`config.mk`:
```
export PLATFORM = sky130hd
export DESIGN_NAME = frps_sequencer
export DESIGN_NICKNAME = d
export VERILOG_FILES = /design/src/frps_pkg.sv /design/src/frps_qual_timer.sv /design/src/frps_sequencer.sv
export VERILOG_INCLUDE_DIRS = /design/src
export SDC_FILE = /design/constraint.sdc
export NUM_CORES = 1
export LEC_CHECK = 0
export BUFFER_PORTS_ARGS = -buffer_cell sky130_fd_sc_hd__buf_2
export CELL_PAD_IN_SITES_DETAIL_PLACEMENT = 0
export CELL_PAD_IN_SITES_GLOBAL_PLACEMENT = 1
export CORE_MARGIN = 2
export CORE_UTILIZATION = 40
export DETAILED_ROUTE_END_ITERATION = 8
export GPL_TIMING_DRIVEN = 0
export MAX_ROUTING_LAYER = met4
export PLACE_DENSITY_LB_ADDON = 0.1
export SETUP_SLACK_MARGIN = 0.02
export SKIP_CTS_REPAIR_TIMING = 1
export SLEW_MARGIN = 15
export SYNTH_ARGS = -nofsm -noshare
export SYNTH_HDL_FRONTEND = slang
export SYNTH_SLANG_ARGS = --single-unit
export TNS_END_PERCENT = 1
```
`constraint.sdc`:
```
create_clock -name clock -period 4.1 [get_ports clock]
set_input_delay 0.41 -clock clock [delete_from_list [all_inputs] [get_ports clock]]
set_output_delay 0.41 -clock clock [all_outputs]
set_load 0.03 [all_outputs]
```
`src/frps_defines.svh`:
```
// Timing constants and rule summary for the four-rail power sequencer
// Summary of operation
// - Reset state: all outputs low
// - Main rail high 190 ms enables first
// - Main and second high 30 us
// - Main and third high 30 us
// - All four high 190 ms gives good
// - Fixed output pattern per state
// - Secondary fault drops only power-good
// - Main fault in the power-good state drops everything immediately
// - Power-good latches monitoring mode
// - Enables do not follow their rail inputs; they clear only on a main fault in the power-good state
// - Power-good implies all three enables
`ifndef FRPS_DEFINES_SVH
`define FRPS_DEFINES_SVH
`define FRPS_CLK_HZ      100000000
`define FRPS_LONG_MS     190
`define FRPS_SHORT_US    30
`define FRPS_LONG_CYC    ((`FRPS_CLK_HZ / 1000) * `FRPS_LONG_MS)
`define FRPS_SHORT_CYC   ((`FRPS_CLK_HZ / 1000000) * `FRPS_SHORT_US)
`define FRPS_CNT_W       25
`endif

```
`src/frps_pkg.sv`:
```
// Types shared by the four-rail power sequencer
`default_nettype none
package frps_pkg;
  typedef enum logic [2:0] {
    FRPS_RESET = 3'h0,
    FRPS_EN1   = 3'h1,
    FRPS_EN2   = 3'h2,
    FRPS_EN3   = 3'h3,
    FRPS_GOOD  = 3'h4
  } frps_state_e;

  typedef struct packed {
    logic main_rail_ok;
    logic second_rail_ok;
    logic third_rail_ok;
    logic final_rail_ok;
  } frps_rails_s;

  typedef struct packed {
    logic first_regulator_enable;
    logic second_regulator_enable;
    logic third_regulator_enable;
    logic all_rails_good;
  } frps_outs_s;
endpackage
`default_nettype wire

```
`src/frps_qual_timer.sv`:
```
// Qualification timer: reports a condition held for a programmed count
`default_nettype none
module frps_qual_timer
  import frps_pkg::*;
#(
  parameter int W = 25
)(
  input  wire logic         clock,   // System clock
  input  wire logic         rst,     // Async reset
  input  wire logic         cond,    // Condition to qualify
  input  wire logic [W-1:0] limit,   // Cycles required
  output logic              done     // Condition held long enough
);
  logic [W-1:0] cnt_q;
  logic [W-1:0] cnt_d;

  // Count while held, saturate at limit, clear on drop
  always_comb
  begin
    if (!cond)
      cnt_d = '0;
    else if (cnt_q < limit)
      cnt_d = cnt_q + W'(1);
    else
      cnt_d = cnt_q;
  end

  always_ff @(posedge clock or posedge rst)
  begin
    if (rst)
      cnt_q <= '0;
    else
      cnt_q <= cnt_d;
  end

  assign done = cond && (cnt_q >= limit - W'(1));

  p_restart: assert property (@(posedge clock) disable iff (rst)
    !cond |=> cnt_q == '0) else $error("timer did not restart");
endmodule
`default_nettype wire

```
`src/frps_sequencer.sv`:
```
// Four-rail power sequencer core
`include "frps_defines.svh"
`default_nettype none
module frps_sequencer
  import frps_pkg::*;
#(
  parameter int                       CNT_W      = `FRPS_CNT_W,
  parameter logic [`FRPS_CNT_W-1:0]   LONG_CYC   = `FRPS_CNT_W'(`FRPS_LONG_CYC),
  parameter logic [`FRPS_CNT_W-1:0]   SHORT_CYC  = `FRPS_CNT_W'(`FRPS_SHORT_CYC)
)(
  input  wire logic clock,                    // 100 MHz system clock
  input  wire logic rst,                      // Async reset, active high
  input  wire logic main_rail_ok,             // Comparator 1, async
  input  wire logic second_rail_ok,           // Comparator 2, async
  input  wire logic third_rail_ok,            // Comparator 3, async
  input  wire logic final_rail_ok,            // Comparator 4, async
  output logic      first_regulator_enable,   // Regulator 1 enable
  output logic      second_regulator_enable,  // Regulator 2 enable
  output logic      third_regulator_enable,   // Regulator 3 enable
  output logic      all_rails_good            // Power-good
);

  ////////////////////////////////////////////////////////////////////////////
  // Input synchronisers, comparators are asynchronous to the clock
  frps_rails_s meta_q;
  frps_rails_s sync_q;
  frps_rails_s meta_d;
  frps_rails_s sync_d;

  always_comb
  begin
    meta_d = '{main_rail_ok, second_rail_ok, third_rail_ok, final_rail_ok};
    sync_d = meta_q;
  end

  always_ff @(posedge clock or posedge rst)
  begin
    if (rst)
    begin
      meta_q <= '0;
      sync_q <= '0;
    end
    else
    begin
      meta_q <= meta_d;
      sync_q <= sync_d;
    end
  end

  ////////////////////////////////////////////////////////////////////////////
  // One timer shared by all states; condition chosen by state
  frps_state_e      state_q;
  frps_state_e      state_d;
  frps_outs_s       outs_q;
  frps_outs_s       outs_d;
  logic             tmr_cond;
  logic [CNT_W-1:0] tmr_limit;
  logic             tmr_done;
  logic             main_fault;
  logic             entered_q;
  logic             entered_d;

  // Enable x is confirmed by input x+1 in the board wiring
  always_comb
  begin
    tmr_cond  = 1'b0;
    tmr_limit = SHORT_CYC;
    case (state_q)
      FRPS_RESET:
      begin
        tmr_cond  = sync_q.main_rail_ok;
        tmr_limit = LONG_CYC;
      end
      FRPS_EN1:
        tmr_cond = sync_q.main_rail_ok && sync_q.second_rail_ok;
      FRPS_EN2:
        tmr_cond = sync_q.main_rail_ok && sync_q.third_rail_ok;
      FRPS_EN3:
      begin
        tmr_cond  = &sync_q;
        tmr_limit = LONG_CYC;
      end
      FRPS_GOOD:
        // Secondary rail low is the qualified condition here
        tmr_cond = !(sync_q.second_rail_ok && sync_q.third_rail_ok && sync_q.final_rail_ok);
      default:
        tmr_cond = 1'b0;
    endcase
    // Fresh count on state entry; the old count may still be saturated
    if (entered_q)
      tmr_cond = 1'b0;
  end

  frps_qual_timer #(
    .W (CNT_W)
  ) u_timer (
    .clock (clock),
    .rst   (rst),
    .cond  (tmr_cond),
    .limit (tmr_limit),
    .done  (tmr_done)
  );

  // Main-rail fault acts at once in the good state, without qualification
  assign main_fault = !sync_q.main_rail_ok;

  ////////////////////////////////////////////////////////////////////////////
  // First cycle of each state
  // The shared counter may still hold the count of the state just left while
  // the new condition is already true; masking the condition for one cycle
  // makes every step count afresh from zero, at the cost of one cycle.
  always_comb
  begin
    entered_d = (state_d != state_q);
  end

  always_ff @(posedge clock or posedge rst)
  begin
    if (rst)
      entered_q <= 1'b0;
    else
      entered_q <= entered_d;
  end

  ////////////////////////////////////////////////////////////////////////////
  // Sequencing state machine
  always_comb
  begin
    state_d = state_q;
    case (state_q)
      FRPS_RESET:
        if (tmr_done)
          state_d = FRPS_EN1;
      FRPS_EN1:
        if (tmr_done)
          state_d = FRPS_EN2;
      FRPS_EN2:
        if (tmr_done)
          state_d = FRPS_EN3;
      FRPS_EN3:
        if (tmr_done)
          state_d = FRPS_GOOD;
      FRPS_GOOD:
        // Latched monitoring: enables no longer track their inputs
        if (main_fault)
          state_d = FRPS_RESET;
        else if (tmr_done)
          state_d = FRPS_EN3;
      default:
        state_d = FRPS_RESET;
    endcase
  end

  // Outputs decoded from next state so they move with the state
  always_comb
  begin
    outs_d = '0;
    case (state_d)
      FRPS_RESET: outs_d = '0;
      FRPS_EN1:   outs_d = 4'h8;
      FRPS_EN2:   outs_d = 4'hC;
      FRPS_EN3:   outs_d = 4'hE;
      FRPS_GOOD:  outs_d = 4'hF;
      default:    outs_d = '0;
    endcase
  end

  always_ff @(posedge clock or posedge rst)
  begin
    if (rst)
    begin
      state_q <= FRPS_RESET;
      outs_q  <= '0;
    end
    else
    begin
      state_q <= state_d;
      outs_q  <= outs_d;
    end
  end

  assign first_regulator_enable  = outs_q.first_regulator_enable;
  assign second_regulator_enable = outs_q.second_regulator_enable;
  assign third_regulator_enable  = outs_q.third_regulator_enable;
  assign all_rails_good          = outs_q.all_rails_good;

  ////////////////////////////////////////////////////////////////////////////
  // Checks
  p_reset_low: assert property (@(posedge clock) disable iff (rst)
    state_q == FRPS_RESET |-> outs_q == '0) else $error("outputs high in reset state");
  p_first_needs_main: assert property (@(posedge clock) disable iff (rst)
    $rose(first_regulator_enable) |-> $past(sync_q.main_rail_ok)) else $error("first enable without main");
  p_second_step: assert property (@(posedge clock) disable iff (rst)
    $rose(second_regulator_enable) |-> $past(state_q) == FRPS_EN1 && $past(sync_q.second_rail_ok))
    else $error("second enable out of order");
  p_third_step: assert property (@(posedge clock) disable iff (rst)
    $rose(third_regulator_enable) && $past(state_q) != FRPS_GOOD |-> $past(sync_q.third_rail_ok))
    else $error("third enable without third rail");
  p_good_needs_all: assert property (@(posedge clock) disable iff (rst)
    $rose(all_rails_good) |-> $past(&sync_q) && $past(state_q) == FRPS_EN3)
    else $error("power-good without all rails");
  p_pattern: assert property (@(posedge clock) disable iff (rst)
    state_q == FRPS_EN2 |-> outs_q == 4'hC) else $error("bad output pattern");
  p_secondary_fault: assert property (@(posedge clock) disable iff (rst)
    state_q == FRPS_GOOD && sync_q.main_rail_ok && !sync_q.final_rail_ok
      && !$past(sync_q.final_rail_ok) ##1 state_q == FRPS_EN3
    |-> third_regulator_enable && !all_rails_good) else $error("secondary fault dropped enables");
  p_main_fault: assert property (@(posedge clock) disable iff (rst)
    state_q == FRPS_GOOD && !sync_q.main_rail_ok |=> outs_q == '0) else $error("main fault not immediate");
  p_good_and: assert property (@(posedge clock) disable iff (rst)
    all_rails_good |-> first_regulator_enable && second_regulator_enable && third_regulator_enable)
    else $error("power-good without enables");
  p_restart: assert property (@(posedge clock) disable iff (rst)
    state_q == FRPS_GOOD && !sync_q.main_rail_ok |=> state_q == FRPS_RESET) else $error("no restart");

  ////////////////////////////////////////////////////////////////////////////
  // Check helpers: run lengths of the qualifying inputs
  // Counted apart from the timer, so a timer that fires early is caught
  logic [CNT_W-1:0] main_run_q;
  logic [CNT_W-1:0] main_run_d;
  logic [CNT_W-1:0] all_run_q;
  logic [CNT_W-1:0] all_run_d;

  // Saturating run counters, cleared whenever the input drops
  always_comb
  begin
    main_run_d = main_run_q;
    all_run_d  = all_run_q;
    if (!sync_q.main_rail_ok)
      main_run_d = '0;
    else if (main_run_q != '1)
      main_run_d = main_run_q + CNT_W'(1);
    if (!(&sync_q))
      all_run_d = '0;
    else if (all_run_q != '1)
      all_run_d = all_run_q + CNT_W'(1);
  end

  always_ff @(posedge clock or posedge rst)
  begin
    if (rst)
    begin
      main_run_q <= '0;
      all_run_q  <= '0;
    end
    else
    begin
      main_run_q <= main_run_d;
      all_run_q  <= all_run_d;
    end
  end

  // First enable only after a full long run of the main rail
  a_first_long: assert property (@(posedge clock) disable iff (rst)
    $rose(first_regulator_enable) |-> $past(main_run_q) >= LONG_CYC - CNT_W'(1))
    else $error("first enable before long hold");

  // Power-good only after a full long run of all four rails
  a_good_long: assert property (@(posedge clock) disable iff (rst)
    $rose(all_rails_good) |-> $past(all_run_q) >= LONG_CYC - CNT_W'(1))
    else $error("power-good before long hold");

  // No step on the first cycle of a state; only the main fault may act
  a_entry_fresh: assert property (@(posedge clock) disable iff (rst)
    entered_q && state_q != FRPS_GOOD |-> state_d == state_q)
    else $error("step taken on state entry");

  // Remaining output patterns
  a_en1_pattern: assert property (@(posedge clock) disable iff (rst)
    state_q == FRPS_EN1 |-> outs_q == 4'h8) else $error("bad first-enable pattern");
  a_en3_pattern: assert property (@(posedge clock) disable iff (rst)
    state_q == FRPS_EN3 |-> outs_q == 4'hE) else $error("bad third-enable pattern");
  a_good_pattern: assert property (@(posedge clock) disable iff (rst)
    state_q == FRPS_GOOD |-> outs_q == 4'hF) else $error("bad power-good pattern");

  // Power-up phase never steps back to reset
  a_no_backstep: assert property (@(posedge clock) disable iff (rst)
    state_q != FRPS_RESET && state_q != FRPS_GOOD |=> state_q != FRPS_RESET)
    else $error("stepped back during power-up");

  // Monitoring mode keeps the enables while the main rail holds
  a_monitor_hold: assert property (@(posedge clock) disable iff (rst)
    state_q == FRPS_GOOD && sync_q.main_rail_ok |=> third_regulator_enable)
    else $error("enable dropped in monitoring mode");

  // Qualified secondary fault leaves only power-good low
  a_secondary_exit: assert property (@(posedge clock) disable iff (rst)
    state_q == FRPS_GOOD && sync_q.main_rail_ok && tmr_done |=> state_q == FRPS_EN3 && !all_rails_good)
    else $error("secondary fault not taken");

  // Reset state waits while the main rail is low
  a_main_wait: assert property (@(posedge clock) disable iff (rst)
    state_q == FRPS_RESET && !sync_q.main_rail_ok |=> state_q == FRPS_RESET && outs_q == '0)
    else $error("left reset without main rail");

  // Second stage only copies the first
  a_sync_chain: assert property (@(posedge clock) disable iff (rst)
    sync_q == $past(meta_q)) else $error("synchroniser skipped a stage");

  // Power-good falls only by leaving the good state
  a_good_fall: assert property (@(posedge clock) disable iff (rst)
    $fell(all_rails_good) |-> $past(state_q) == FRPS_GOOD && state_q != FRPS_GOOD)
    else $error("power-good fell while still good");

  // First enable falls only on the way back to reset
  a_reset_fall: assert property (@(posedge clock) disable iff (rst)
    $fell(first_regulator_enable) |-> state_q == FRPS_RESET)
    else $error("first enable fell outside reset");
endmodule
`default_nettype wire

```
==> results of run 1 <==
-- flip-flops by register name, summed over array words and instances (netlist names) --
register,cells
sync_q,4
first_regulator_enable,1
third_regulator_enable,1
all_rails_good,1
second_regulator_enable,1
entered_q,1
u_timer.cnt_q,25
state_q,3
meta_q,4
-- cells in the final DEF, fill, tap and decap left out, types with 2 or more instances in the layout --
cell,count
buf_6,2
or4_1,4
nand4_1,5
buf_4,2
dfrtp_1,41
nor4_2,12
nor4b_2,4
a221oi_4,2
o21ai_1,3
a31oi_1,2
clkbuf_8,6
clkbuf_1,6
a21oi_1,9
o22ai_1,2
nor3_1,7
o211ai_1,3
nand3_1,12
or2_2,2
buf_2,11
o21a_1,3
nand2_1,13
o21ai_0,3
and3_1,2
nor2_1,32
inv_1,7
ha_1,4
and2_1,2
and4_1,2
xnor2_1,24
nor4_4,2
nor4_1,4
-- kinds of logic (layout without fill, tap and decap cells) --
family / after synthesis / count (layout) / synth area share, %
and+or+nand+nor: 110 / 110 / 29.5
AOI/OAI and AO/OA: 38 / 38 / 12.7
xor gates and xnor gates: 25 / 25 / 9.01
adders and majority gates: 4 / 4 / 2.06
buffers and inverters: 22 / 40 / 4.58
DFF: 41 / 41 / 42.2
-- worst max-delay path: stages, from the launching register on --
cell,delay (ns)
dfrtp_1,0.36
buf_2,0.19
xnor2_1,0.37
nand2_1,0.24
inv_1,0.23
ha_1,0.30
and3_1,0.21
or4_1,0.52
o211ai_1,0.28
a221oi_4,0.17
a31oi_1,0.21
o211ai_1,0.10
-- final timing paths --
path / to / slack [ns] / cells past startpoint
setup / recovery: state_q[1]$_DFF_PP0_ / 0.79 / 11
hold / removal: u_timer.cnt_q[0]$_DFFE_PP0P_ / 0.12 / 2
setup reg to reg: state_q[1]$_DFF_PP0_ / 0.79 / 11
hold reg to reg: sync_q[3]$_DFF_PP0_ / 0.35 / 0
max in group asynchronous: first_regulator_enable$_DFF_PP0_ / 3.51 / 3
min in group clock: meta_q[2]$_DFF_PP0_ / 0.22 / 1
-- metrics by stage --
step / cells / power (W) / hold slack [ns]
6_report: 333 / 0.000785 / 0.121
5_1_grt: 333 / 0.000824 / 0.156
4_1_cts: 333 / 0.000800 / 0.126
3_5_place_dp: 325 / 0.000451 / 0.338
3_3_place_gp: 324 / 0.000447 / 0.335
2_1_floorplan: 240 / 0.000438 / 0.331
-- area by class of cell --
class                      instances  share of cell area [%]
tap                               75                    3.45
inverter                           8                    1.10
multi-input combinational        177                    47.6
sequential                        41                    37.8
buffer                            14                    2.99
clock inverter                     2                    1.38
timing repair buffer              10                    2.67
clock buffer                       6                    3.04
-- power groups by stage --
| stage | sequential, W | combinational, W | clock [W] |
|---|---|---|---|
| after floorplan | 0.000421 | 0.0000162 | 0 |
| after global placement | 0.000422 | 0.0000241 | 0 |
| after detailed placement | 0.000423 | 0.0000279 | 0 |
| after CTS | 0.000415 | 0.0000279 | 0.000358 |
| after global routing | 0.000415 | 0.0000311 | 0.000378 |
| final | 0.000415 | 0.0000267 | 0.000344 |
-- routing by layer --
layer  track usage [%]  share of wire [%]  up-vias  routed length, um
met5                 -                  0        -                  0
met4              4.00               0.85        0                 46
met3              3.30                2.7        4                145
met2              29.0                 45       19               2460
met1              26.5                 51      877               2790
li1                  -                  -      900                  -
==> report_table.html, run 1 <==
<table>
<tr><th>Metric</th><th>Value</th></tr>
<tr><th colspan="2">Timing</th></tr>
<tr><td>Setup TNS after final layout</td><td>0 ns</td></tr>
<tr><td>Crit path setup slack, layout</td><td>~0.79 ns</td></tr>
<tr><td>Clock skew after layout</td><td>0.00585 ns</td></tr>
<tr><td>RSZ-0062 raised after global routing</td><td>no</td></tr>
<tr><td>Max_slew headroom</td><td>a little under half</td></tr>
<tr><td>Final number of hold-violating endpoints</td><td>0</td></tr>
<tr><td>Number of pins exceeding their max-slew limit in the final report</td><td>0</td></tr>
<tr><td>Final Critical Period</td><td>between 3 and 4 ns</td></tr>
<tr><td>Timing-limited maximum frequency</td><td>between 300 and 400 MHz</td></tr>
<tr><td>Slew at the pin with the worst max-slew slack</td><td>roughly 0.80 ns</td></tr>
<tr><td>Final critical-path share of the clock period</td><td>about four fifths</td></tr>
<tr><td>Final setup fails</td><td>0</td></tr>
<tr><th colspan="2">Layout</th></tr>
<tr><td>Final core utilization</td><td>46.2%</td></tr>
<tr><td>Post-route cell area</td><td>between 0.002 and 0.003 sq mm</td></tr>
<tr><td>Final-stage net count</td><td>approximately 270</td></tr>
<tr><td>Reg area</td><td>approximately 0.0010 sq mm</td></tr>
<tr><td>Count of inserted antenna diode cells</td><td>0</td></tr>
<tr><td>Total area of multi-input combinational cells</td><td>0.00129 sq mm</td></tr>
<tr><td>Layout-stage area growth over the synthesis result</td><td>11.8%</td></tr>
<tr><td>Fraction of layout cells with a size suffix above 1</td><td>a little over a fifth</td></tr>
<tr><td>Total of fill cells in the finished design</td><td>578</td></tr>
<tr><th colspan="2">Floorplan</th></tr>
<tr><td>Boundary Pins</td><td>10</td></tr>
<tr><td>Floorplan die height</td><td>~82 um</td></tr>
<tr><td>Core area</td><td>approximately 0.0059 sq mm</td></tr>
<tr><td>Die area</td><td>~0.0067 sq mm</td></tr>
<tr><td>Die W</td><td>around 82 um</td></tr>
<tr><td>Initial cell density of the core</td><td>between 40 and 50%</td></tr>
<tr><td>Standard-cell rows</td><td>28</td></tr>
<tr><th colspan="2">Power and ir drop</th></tr>
<tr><td>Leakage component of the power</td><td>between 1 and 1.5 nW</td></tr>
<tr><td>Worst IR Drop VDD</td><td>roughly 110 uV</td></tr>
<tr><td>Switching part of the total</td><td>about a fifth</td></tr>
<tr><td>Power spent charging and discharging nets</td><td>about 0.00017 W</td></tr>
<tr><td>Part of the power in the clock network</td><td>a little over two fifths</td></tr>
<tr><td>Internal cell power</td><td>about 0.0006 W</td></tr>
<tr><td>Pwr dens</td><td>~290 mW/mm^2</td></tr>
<tr><td>Seq pwr share</td><td>52.8%</td></tr>
<tr><td>Relative contribution of combinational cells to total power</td><td>about 3.4%</td></tr>
<tr><th colspan="2">GRT</th></tr>
<tr><td>Total global-route track usage</td><td>19.0%</td></tr>
<tr><td>Maximum number of pins on one net before global-route repair</td><td>25</td></tr>
<tr><td>Number of global-route vias before repair</td><td>1785</td></tr>
<tr><td>Global route total overflow</td><td>0</td></tr>
<tr><td>Antenna violations before repair</td><td>0</td></tr>
<tr><td>Wire length of the first global-routing pass</td><td>9360 um</td></tr>
<tr><th colspan="2">Synth</th></tr>
<tr><td>Async set or reset register ratio after synthesis</td><td>100%</td></tr>
<tr><td>Netlist cell types</td><td>51</td></tr>
<tr><td>Cell taking the most area after synthesis</td><td>dfrtp_1</td></tr>
<tr><td>Post-synthesis sequential area ratio</td><td>42.2%</td></tr>
<tr><td>Register bit total from synthesis</td><td>41</td></tr>
<tr><td>Number of nets in the synthesized netlist</td><td>250</td></tr>
<tr><td>Commonest register cell after synthesis</td><td>dfrtp_1</td></tr>
<tr><td>Portion of synthesized cell area occupied by the leading cell type</td><td>42.2%</td></tr>
<tr><td>Post-Synthesis Cells</td><td>240</td></tr>
<tr><td>Leading cell types by count after synthesis</td><td>dfrtp_1, nor2_1, xnor2_1</td></tr>
<tr><td>Mapped cell area</td><td>~0.0024 sq mm</td></tr>
<tr><td>Number of enable-type register cells in the synthesized netlist</td><td>0</td></tr>
<tr><td>Most repeated cell in the gate-level netlist after synthesis</td><td>dfrtp_1</td></tr>
<tr><td>Avg Synthesized Cell Area</td><td>between 10 and 15 sq um</td></tr>
<tr><td>Top post-synthesis cells by area</td><td>dfrtp_1, xnor2_1, nor4_2</td></tr>
<tr><td>Syn. warnings</td><td>0</td></tr>
<tr><th colspan="2">Drt</th></tr>
<tr><td>ANT nets after route</td><td>0</td></tr>
<tr><td>Final Routed Wirelength</td><td>5440 um</td></tr>
<tr><td>Number of remaining DRC errors</td><td>0</td></tr>
<tr><td>Avg Vias per Cell</td><td>around 5.4</td></tr>
<tr><td>Detailed router's first-iteration violation count</td><td>35</td></tr>
<tr><td>Routed via count</td><td>1800</td></tr>
<tr><td>1st-pass router iterations</td><td>4</td></tr>
<tr><td>Per-cell routed wire length</td><td>roughly 16 um</td></tr>
<tr><th colspan="2">Critical path</th></tr>
<tr><td>Arrival time at the worst endpoint</td><td>3.47 ns</td></tr>
<tr><td>Required @ worst endpoint</td><td>4.26 ns</td></tr>
<tr><td>Startpoint of the worst setup timing path</td><td>state_q[0]$_DFF_PP0_</td></tr>
<tr><td>Type of origin of the critical path</td><td>register</td></tr>
<tr><td>Launching point of the worst reg2reg path</td><td>state_q[0]$_DFF_PP0_</td></tr>
<tr><td>CP max FO</td><td>10</td></tr>
<tr><td>Critical path class</td><td>register to register</td></tr>
<tr><td>Endpoint type of the worst setup path</td><td>register</td></tr>
<tr><th colspan="2">Worst hold path</th></tr>
<tr><td>Type of the most critical hold path</td><td>input port to asynchronous set/reset pin</td></tr>
<tr><th colspan="2">Status</th></tr>
<tr><td>Outcome</td><td>finished, final reports clean</td></tr>
<tr><th colspan="2">Clock tree</th></tr>
<tr><td>Clock sink count</td><td>41</td></tr>
<tr><td>H-tree lvl count</td><td>2</td></tr>
<tr><td>Clock Path Buffers</td><td>2</td></tr>
<tr><td>CTS Root Buffer Type</td><td>clkbuf_8</td></tr>
<tr><td>Clock transition at the registers of the reported paths</td><td>0.08 ns</td></tr>
<tr><td>CTS Buf Count</td><td>5</td></tr>
<tr><td>TritonCTS clock tree</td><td>built</td></tr>
<tr><td>Insertion delay of the later-clocked pin in the worst-skew pair</td><td>0.29 ns</td></tr>
<tr><th colspan="2">Run</th></tr>
<tr><td>Maxcap violations</td><td>0</td></tr>
<tr><th colspan="2">Place</th></tr>
<tr><td>Final weighted congestion in routability-driven placement</td><td>between 0.7 and 0.8</td></tr>
<tr><td>Buffers added on ports</td><td>9</td></tr>
<tr><td>HPWL reported at the end of detailed placement</td><td>just under 4000 um</td></tr>
<tr><td>Instance area at placement</td><td>between 0.002 and 0.003 sq mm</td></tr>
<tr><td>Post-placement worst setup slack</td><td>around 0.79 ns</td></tr>
</table>
Note: power is estimated with default switching activity, not from simulation.
==> inputs of run 2 (changes only) <==
==> constraint.sdc (replaced) <==
create_clock -name clock -period 3.47 [get_ports clock]
set_input_delay 0.347 -clock clock [delete_from_list [all_inputs] [get_ports clock]]
set_output_delay 0.347 -clock clock [all_outputs]
set_load 0.03 [all_outputs]
==> report_table.html, run 2 (synthesis results as in run 1) <==
<table>
<tr><th>Metric</th><th>Value</th></tr>
<tr><th colspan="2">Floorplan</th></tr>
<tr><td>Die area</td><td>roughly 0.0067 sq mm</td></tr>
<tr><td>Core area</td><td>0.00589 sq mm</td></tr>
<tr><td>Standard-cell rows</td><td>28</td></tr>
<tr><td>Die W</td><td>approximately 80 um</td></tr>
<tr><td>Initial cell density of the core</td><td>roughly 41%</td></tr>
<tr><td>Floorplan die height</td><td>82.0 um</td></tr>
<tr><td>Boundary Pins</td><td>10</td></tr>
<tr><th colspan="2">Critical path</th></tr>
<tr><td>Type of origin of the critical path</td><td>register</td></tr>
<tr><td>Arrival time at the worst endpoint</td><td>3.36 ns</td></tr>
<tr><td>Endpoint type of the worst setup path</td><td>register</td></tr>
<tr><td>Required @ worst endpoint</td><td>~3.6 ns</td></tr>
<tr><td>Critical path class</td><td>register to register</td></tr>
<tr><td>CP max FO</td><td>10</td></tr>
<tr><th colspan="2">Timing</th></tr>
<tr><td>Final setup fails</td><td>0</td></tr>
<tr><td>Timing-limited maximum frequency</td><td>around 310 MHz</td></tr>
<tr><td>Setup TNS after final layout</td><td>0 ns</td></tr>
<tr><td>Final number of hold-violating endpoints</td><td>0</td></tr>
<tr><td>Number of pins exceeding their max-slew limit in the final report</td><td>0</td></tr>
<tr><td>RSZ-0062 raised after global routing</td><td>no</td></tr>
<tr><td>Final critical-path share of the clock period</td><td>between 90% and 100%</td></tr>
<tr><td>Clock skew after layout</td><td>0.00635 ns</td></tr>
<tr><td>Slew at the pin with the worst max-slew slack</td><td>just under 0.8 ns</td></tr>
<tr><td>Final Critical Period</td><td>3.20 ns</td></tr>
<tr><td>Max_slew headroom</td><td>47.1%</td></tr>
<tr><th colspan="2">Drt</th></tr>
<tr><td>Number of remaining DRC errors</td><td>0</td></tr>
<tr><td>Avg Vias per Cell</td><td>5.54</td></tr>
<tr><td>ANT nets after route</td><td>0</td></tr>
<tr><td>1st-pass router iterations</td><td>4</td></tr>
<tr><td>Routed via count</td><td>around 1900</td></tr>
<tr><td>Detailed router's first-iteration violation count</td><td>45</td></tr>
<tr><td>Per-cell routed wire length</td><td>16.9 um</td></tr>
<tr><td>Final Routed Wirelength</td><td>around 5600 um</td></tr>
<tr><th colspan="2">Layout</th></tr>
<tr><td>Most flop-heavy register</td><td>u_timer.cnt_q</td></tr>
<tr><td>Final core utilization</td><td>between 40% and 50%</td></tr>
<tr><td>Layout-stage area growth over the synthesis result</td><td>13.3%</td></tr>
<tr><td>Total of fill cells in the finished design</td><td>578</td></tr>
<tr><td>Commonest non-fill, non-tap cell in the layout</td><td>dfrtp_1</td></tr>
<tr><td>Count of inserted antenna diode cells</td><td>0</td></tr>
<tr><td>Max reg flops</td><td>25</td></tr>
<tr><td>Fraction of layout cells with a size suffix above 1</td><td>approximately a quarter</td></tr>
<tr><td>Final-stage net count</td><td>269</td></tr>
<tr><td>Largest registers</td><td>u_timer.cnt_q: 25 flops, meta_q: 4 flops, sync_q: 4 flops</td></tr>
<tr><td>Commonest non-fill, non-tap cells in the layout</td><td>dfrtp_1, nor2_1, xnor2_1</td></tr>
<tr><th colspan="2">Clock tree</th></tr>
<tr><td>CTS Root Buffer Type</td><td>clkbuf_8</td></tr>
<tr><td>Clock sink count</td><td>41</td></tr>
<tr><td>Insertion delay of the later-clocked pin in the worst-skew pair</td><td>0.29 ns</td></tr>
<tr><td>TritonCTS clock tree</td><td>built</td></tr>
<tr><td>Clock transition at the registers of the reported paths</td><td>0.08 ns</td></tr>
<tr><td>H-tree lvl count</td><td>2</td></tr>
<tr><td>Clock Path Buffers</td><td>2</td></tr>
<tr><td>CTS Buf Count</td><td>5</td></tr>
<tr><th colspan="2">GRT</th></tr>
<tr><td>Total global-route track usage</td><td>between 10% and 20%</td></tr>
<tr><td>Global route total overflow</td><td>0</td></tr>
<tr><td>Wire length of the first global-routing pass</td><td>9360 um</td></tr>
<tr><td>Number of global-route vias before repair</td><td>between 1500 and 2000</td></tr>
<tr><td>Maximum number of pins on one net before global-route repair</td><td>25</td></tr>
<tr><td>Antenna violations before repair</td><td>0</td></tr>
<tr><th colspan="2">Place</th></tr>
<tr><td>Buffers added on ports</td><td>9</td></tr>
<tr><td>HPWL reported at the end of detailed placement</td><td>slightly below 4000 um</td></tr>
<tr><td>Final weighted congestion in routability-driven placement</td><td>a little under 0.8</td></tr>
<tr><th colspan="2">Run</th></tr>
<tr><td>Maxcap violations</td><td>0</td></tr>
<tr><th colspan="2">Worst hold path</th></tr>
<tr><td>Type of the most critical hold path</td><td>input port to asynchronous set/reset pin</td></tr>
<tr><th colspan="2">Status</th></tr>
<tr><td>Outcome</td><td>finished, final reports clean</td></tr>
<tr><th colspan="2">Power and ir drop</th></tr>
<tr><td>Worst IR Drop VDD</td><td>125 uV</td></tr>
<tr><td>Pwr dens</td><td>around 340 mW/mm^2</td></tr>
<tr><td>Leakage component of the power</td><td>1.07 nW</td></tr>
</table>
## run 2: cell types whose count changed in the layout (fill, tap and decap cells not counted)
cell,delta
a221oi_2,+1
buf_4,+1
nand2_1,-1
nand2_2,+1
o21ai_1,-1
o21ai_2,+1
xnor2_1,-1
xnor2_2,+1
## run 2: per-layer routing
| metal | share of wire, % | global-route usage, % |
|---|---|---|
| met4 | 0.73 | 4.00 |
| met2 | 44 | 29.0 |
| met3 | 2.3 | 3.30 |
| met5 | 0 | - |
| met1 | 53 | 26.5 |
## run 2: path summary, 6_finish.rpt
| kind | endpoint | startpoint | slack, ns | depth (start not counted) |
|---|---|---|---|---|
| hold / removal | u_timer.cnt_q[0]$_DFFE_PP0P_ | rst | 0.06 | 2 |
| setup / recovery | state_q[1]$_DFF_PP0_ | state_q[0]$_DFF_PP0_ | 0.27 | 12 |
| min in group clock | meta_q[2]$_DFF_PP0_ | second_rail_ok | 0.15 | 1 |
| hold reg to reg | sync_q[3]$_DFF_PP0_ | meta_q[3]$_DFF_PP0_ | 0.35 | 0 |
| max in group asynchronous | first_regulator_enable$_DFF_PP0_ | rst | 2.94 | 3 |
| setup reg to reg | state_q[1]$_DFF_PP0_ | state_q[0]$_DFF_PP0_ | 0.27 | 12 |
## run 2: stage by stage
step / std cells / area (sq um) / power (W) / setup slack (ns) / hold WS [ns]
3_5_place_dp: 325 / 2600 / 0.000532 / 0.159 / 0.338
4_1_cts: 333 / 2720 / 0.000946 / 0.127 / 0.0630
6_report: 335 / 2750 / 0.000930 / 0.274 / 0.0563
5_1_grt: 335 / 2750 / 0.000974 / 0.0553 / 0.0929
3_3_place_gp: 324 / 2570 / 0.000528 / 0.132 / 0.335
2_1_floorplan: 240 / 2430 / 0.000517 / 0.507 / 0.331
## run 2: worst max-delay path, cell delays in order, from the launching register on
cell and delay, ns:
dfrtp_1 0.36, buf_2 0.19, xnor2_2 0.31, nand2_2 0.16, inv_1 0.20, ha_1 0.30, and3_1 0.20, or4_1 0.56
o211ai_1 0.20, buf_4 0.16, a221oi_4 0.09, a31oi_1 0.22, o211ai_1 0.10
## run 2: layout make-up
type | instances | area, sq um | share of cell area [%]
Multi-Input combinational cell | 178 | 1320 | 48.0
Buffer | 14 | 81.3 | 2.95
Tap cell | 75 | 93.8 | 3.41
Inverter | 8 | 30.0 | 1.09
Clock inverter | 2 | 37.5 | 1.36
Sequential cell | 41 | 1030 | 37.3
Timing Repair Buffer | 11 | 80.1 | 2.91
Clock buffer | 6 | 82.6 | 3.00
## run 2: power by group
part	leakage (nW)	internal, W	switching (W)
combinational	0.458	0.0000115	0.0000200
sequential	0.552	0.000485	0.00000501
clock	0.0574	0.000234	0.000175
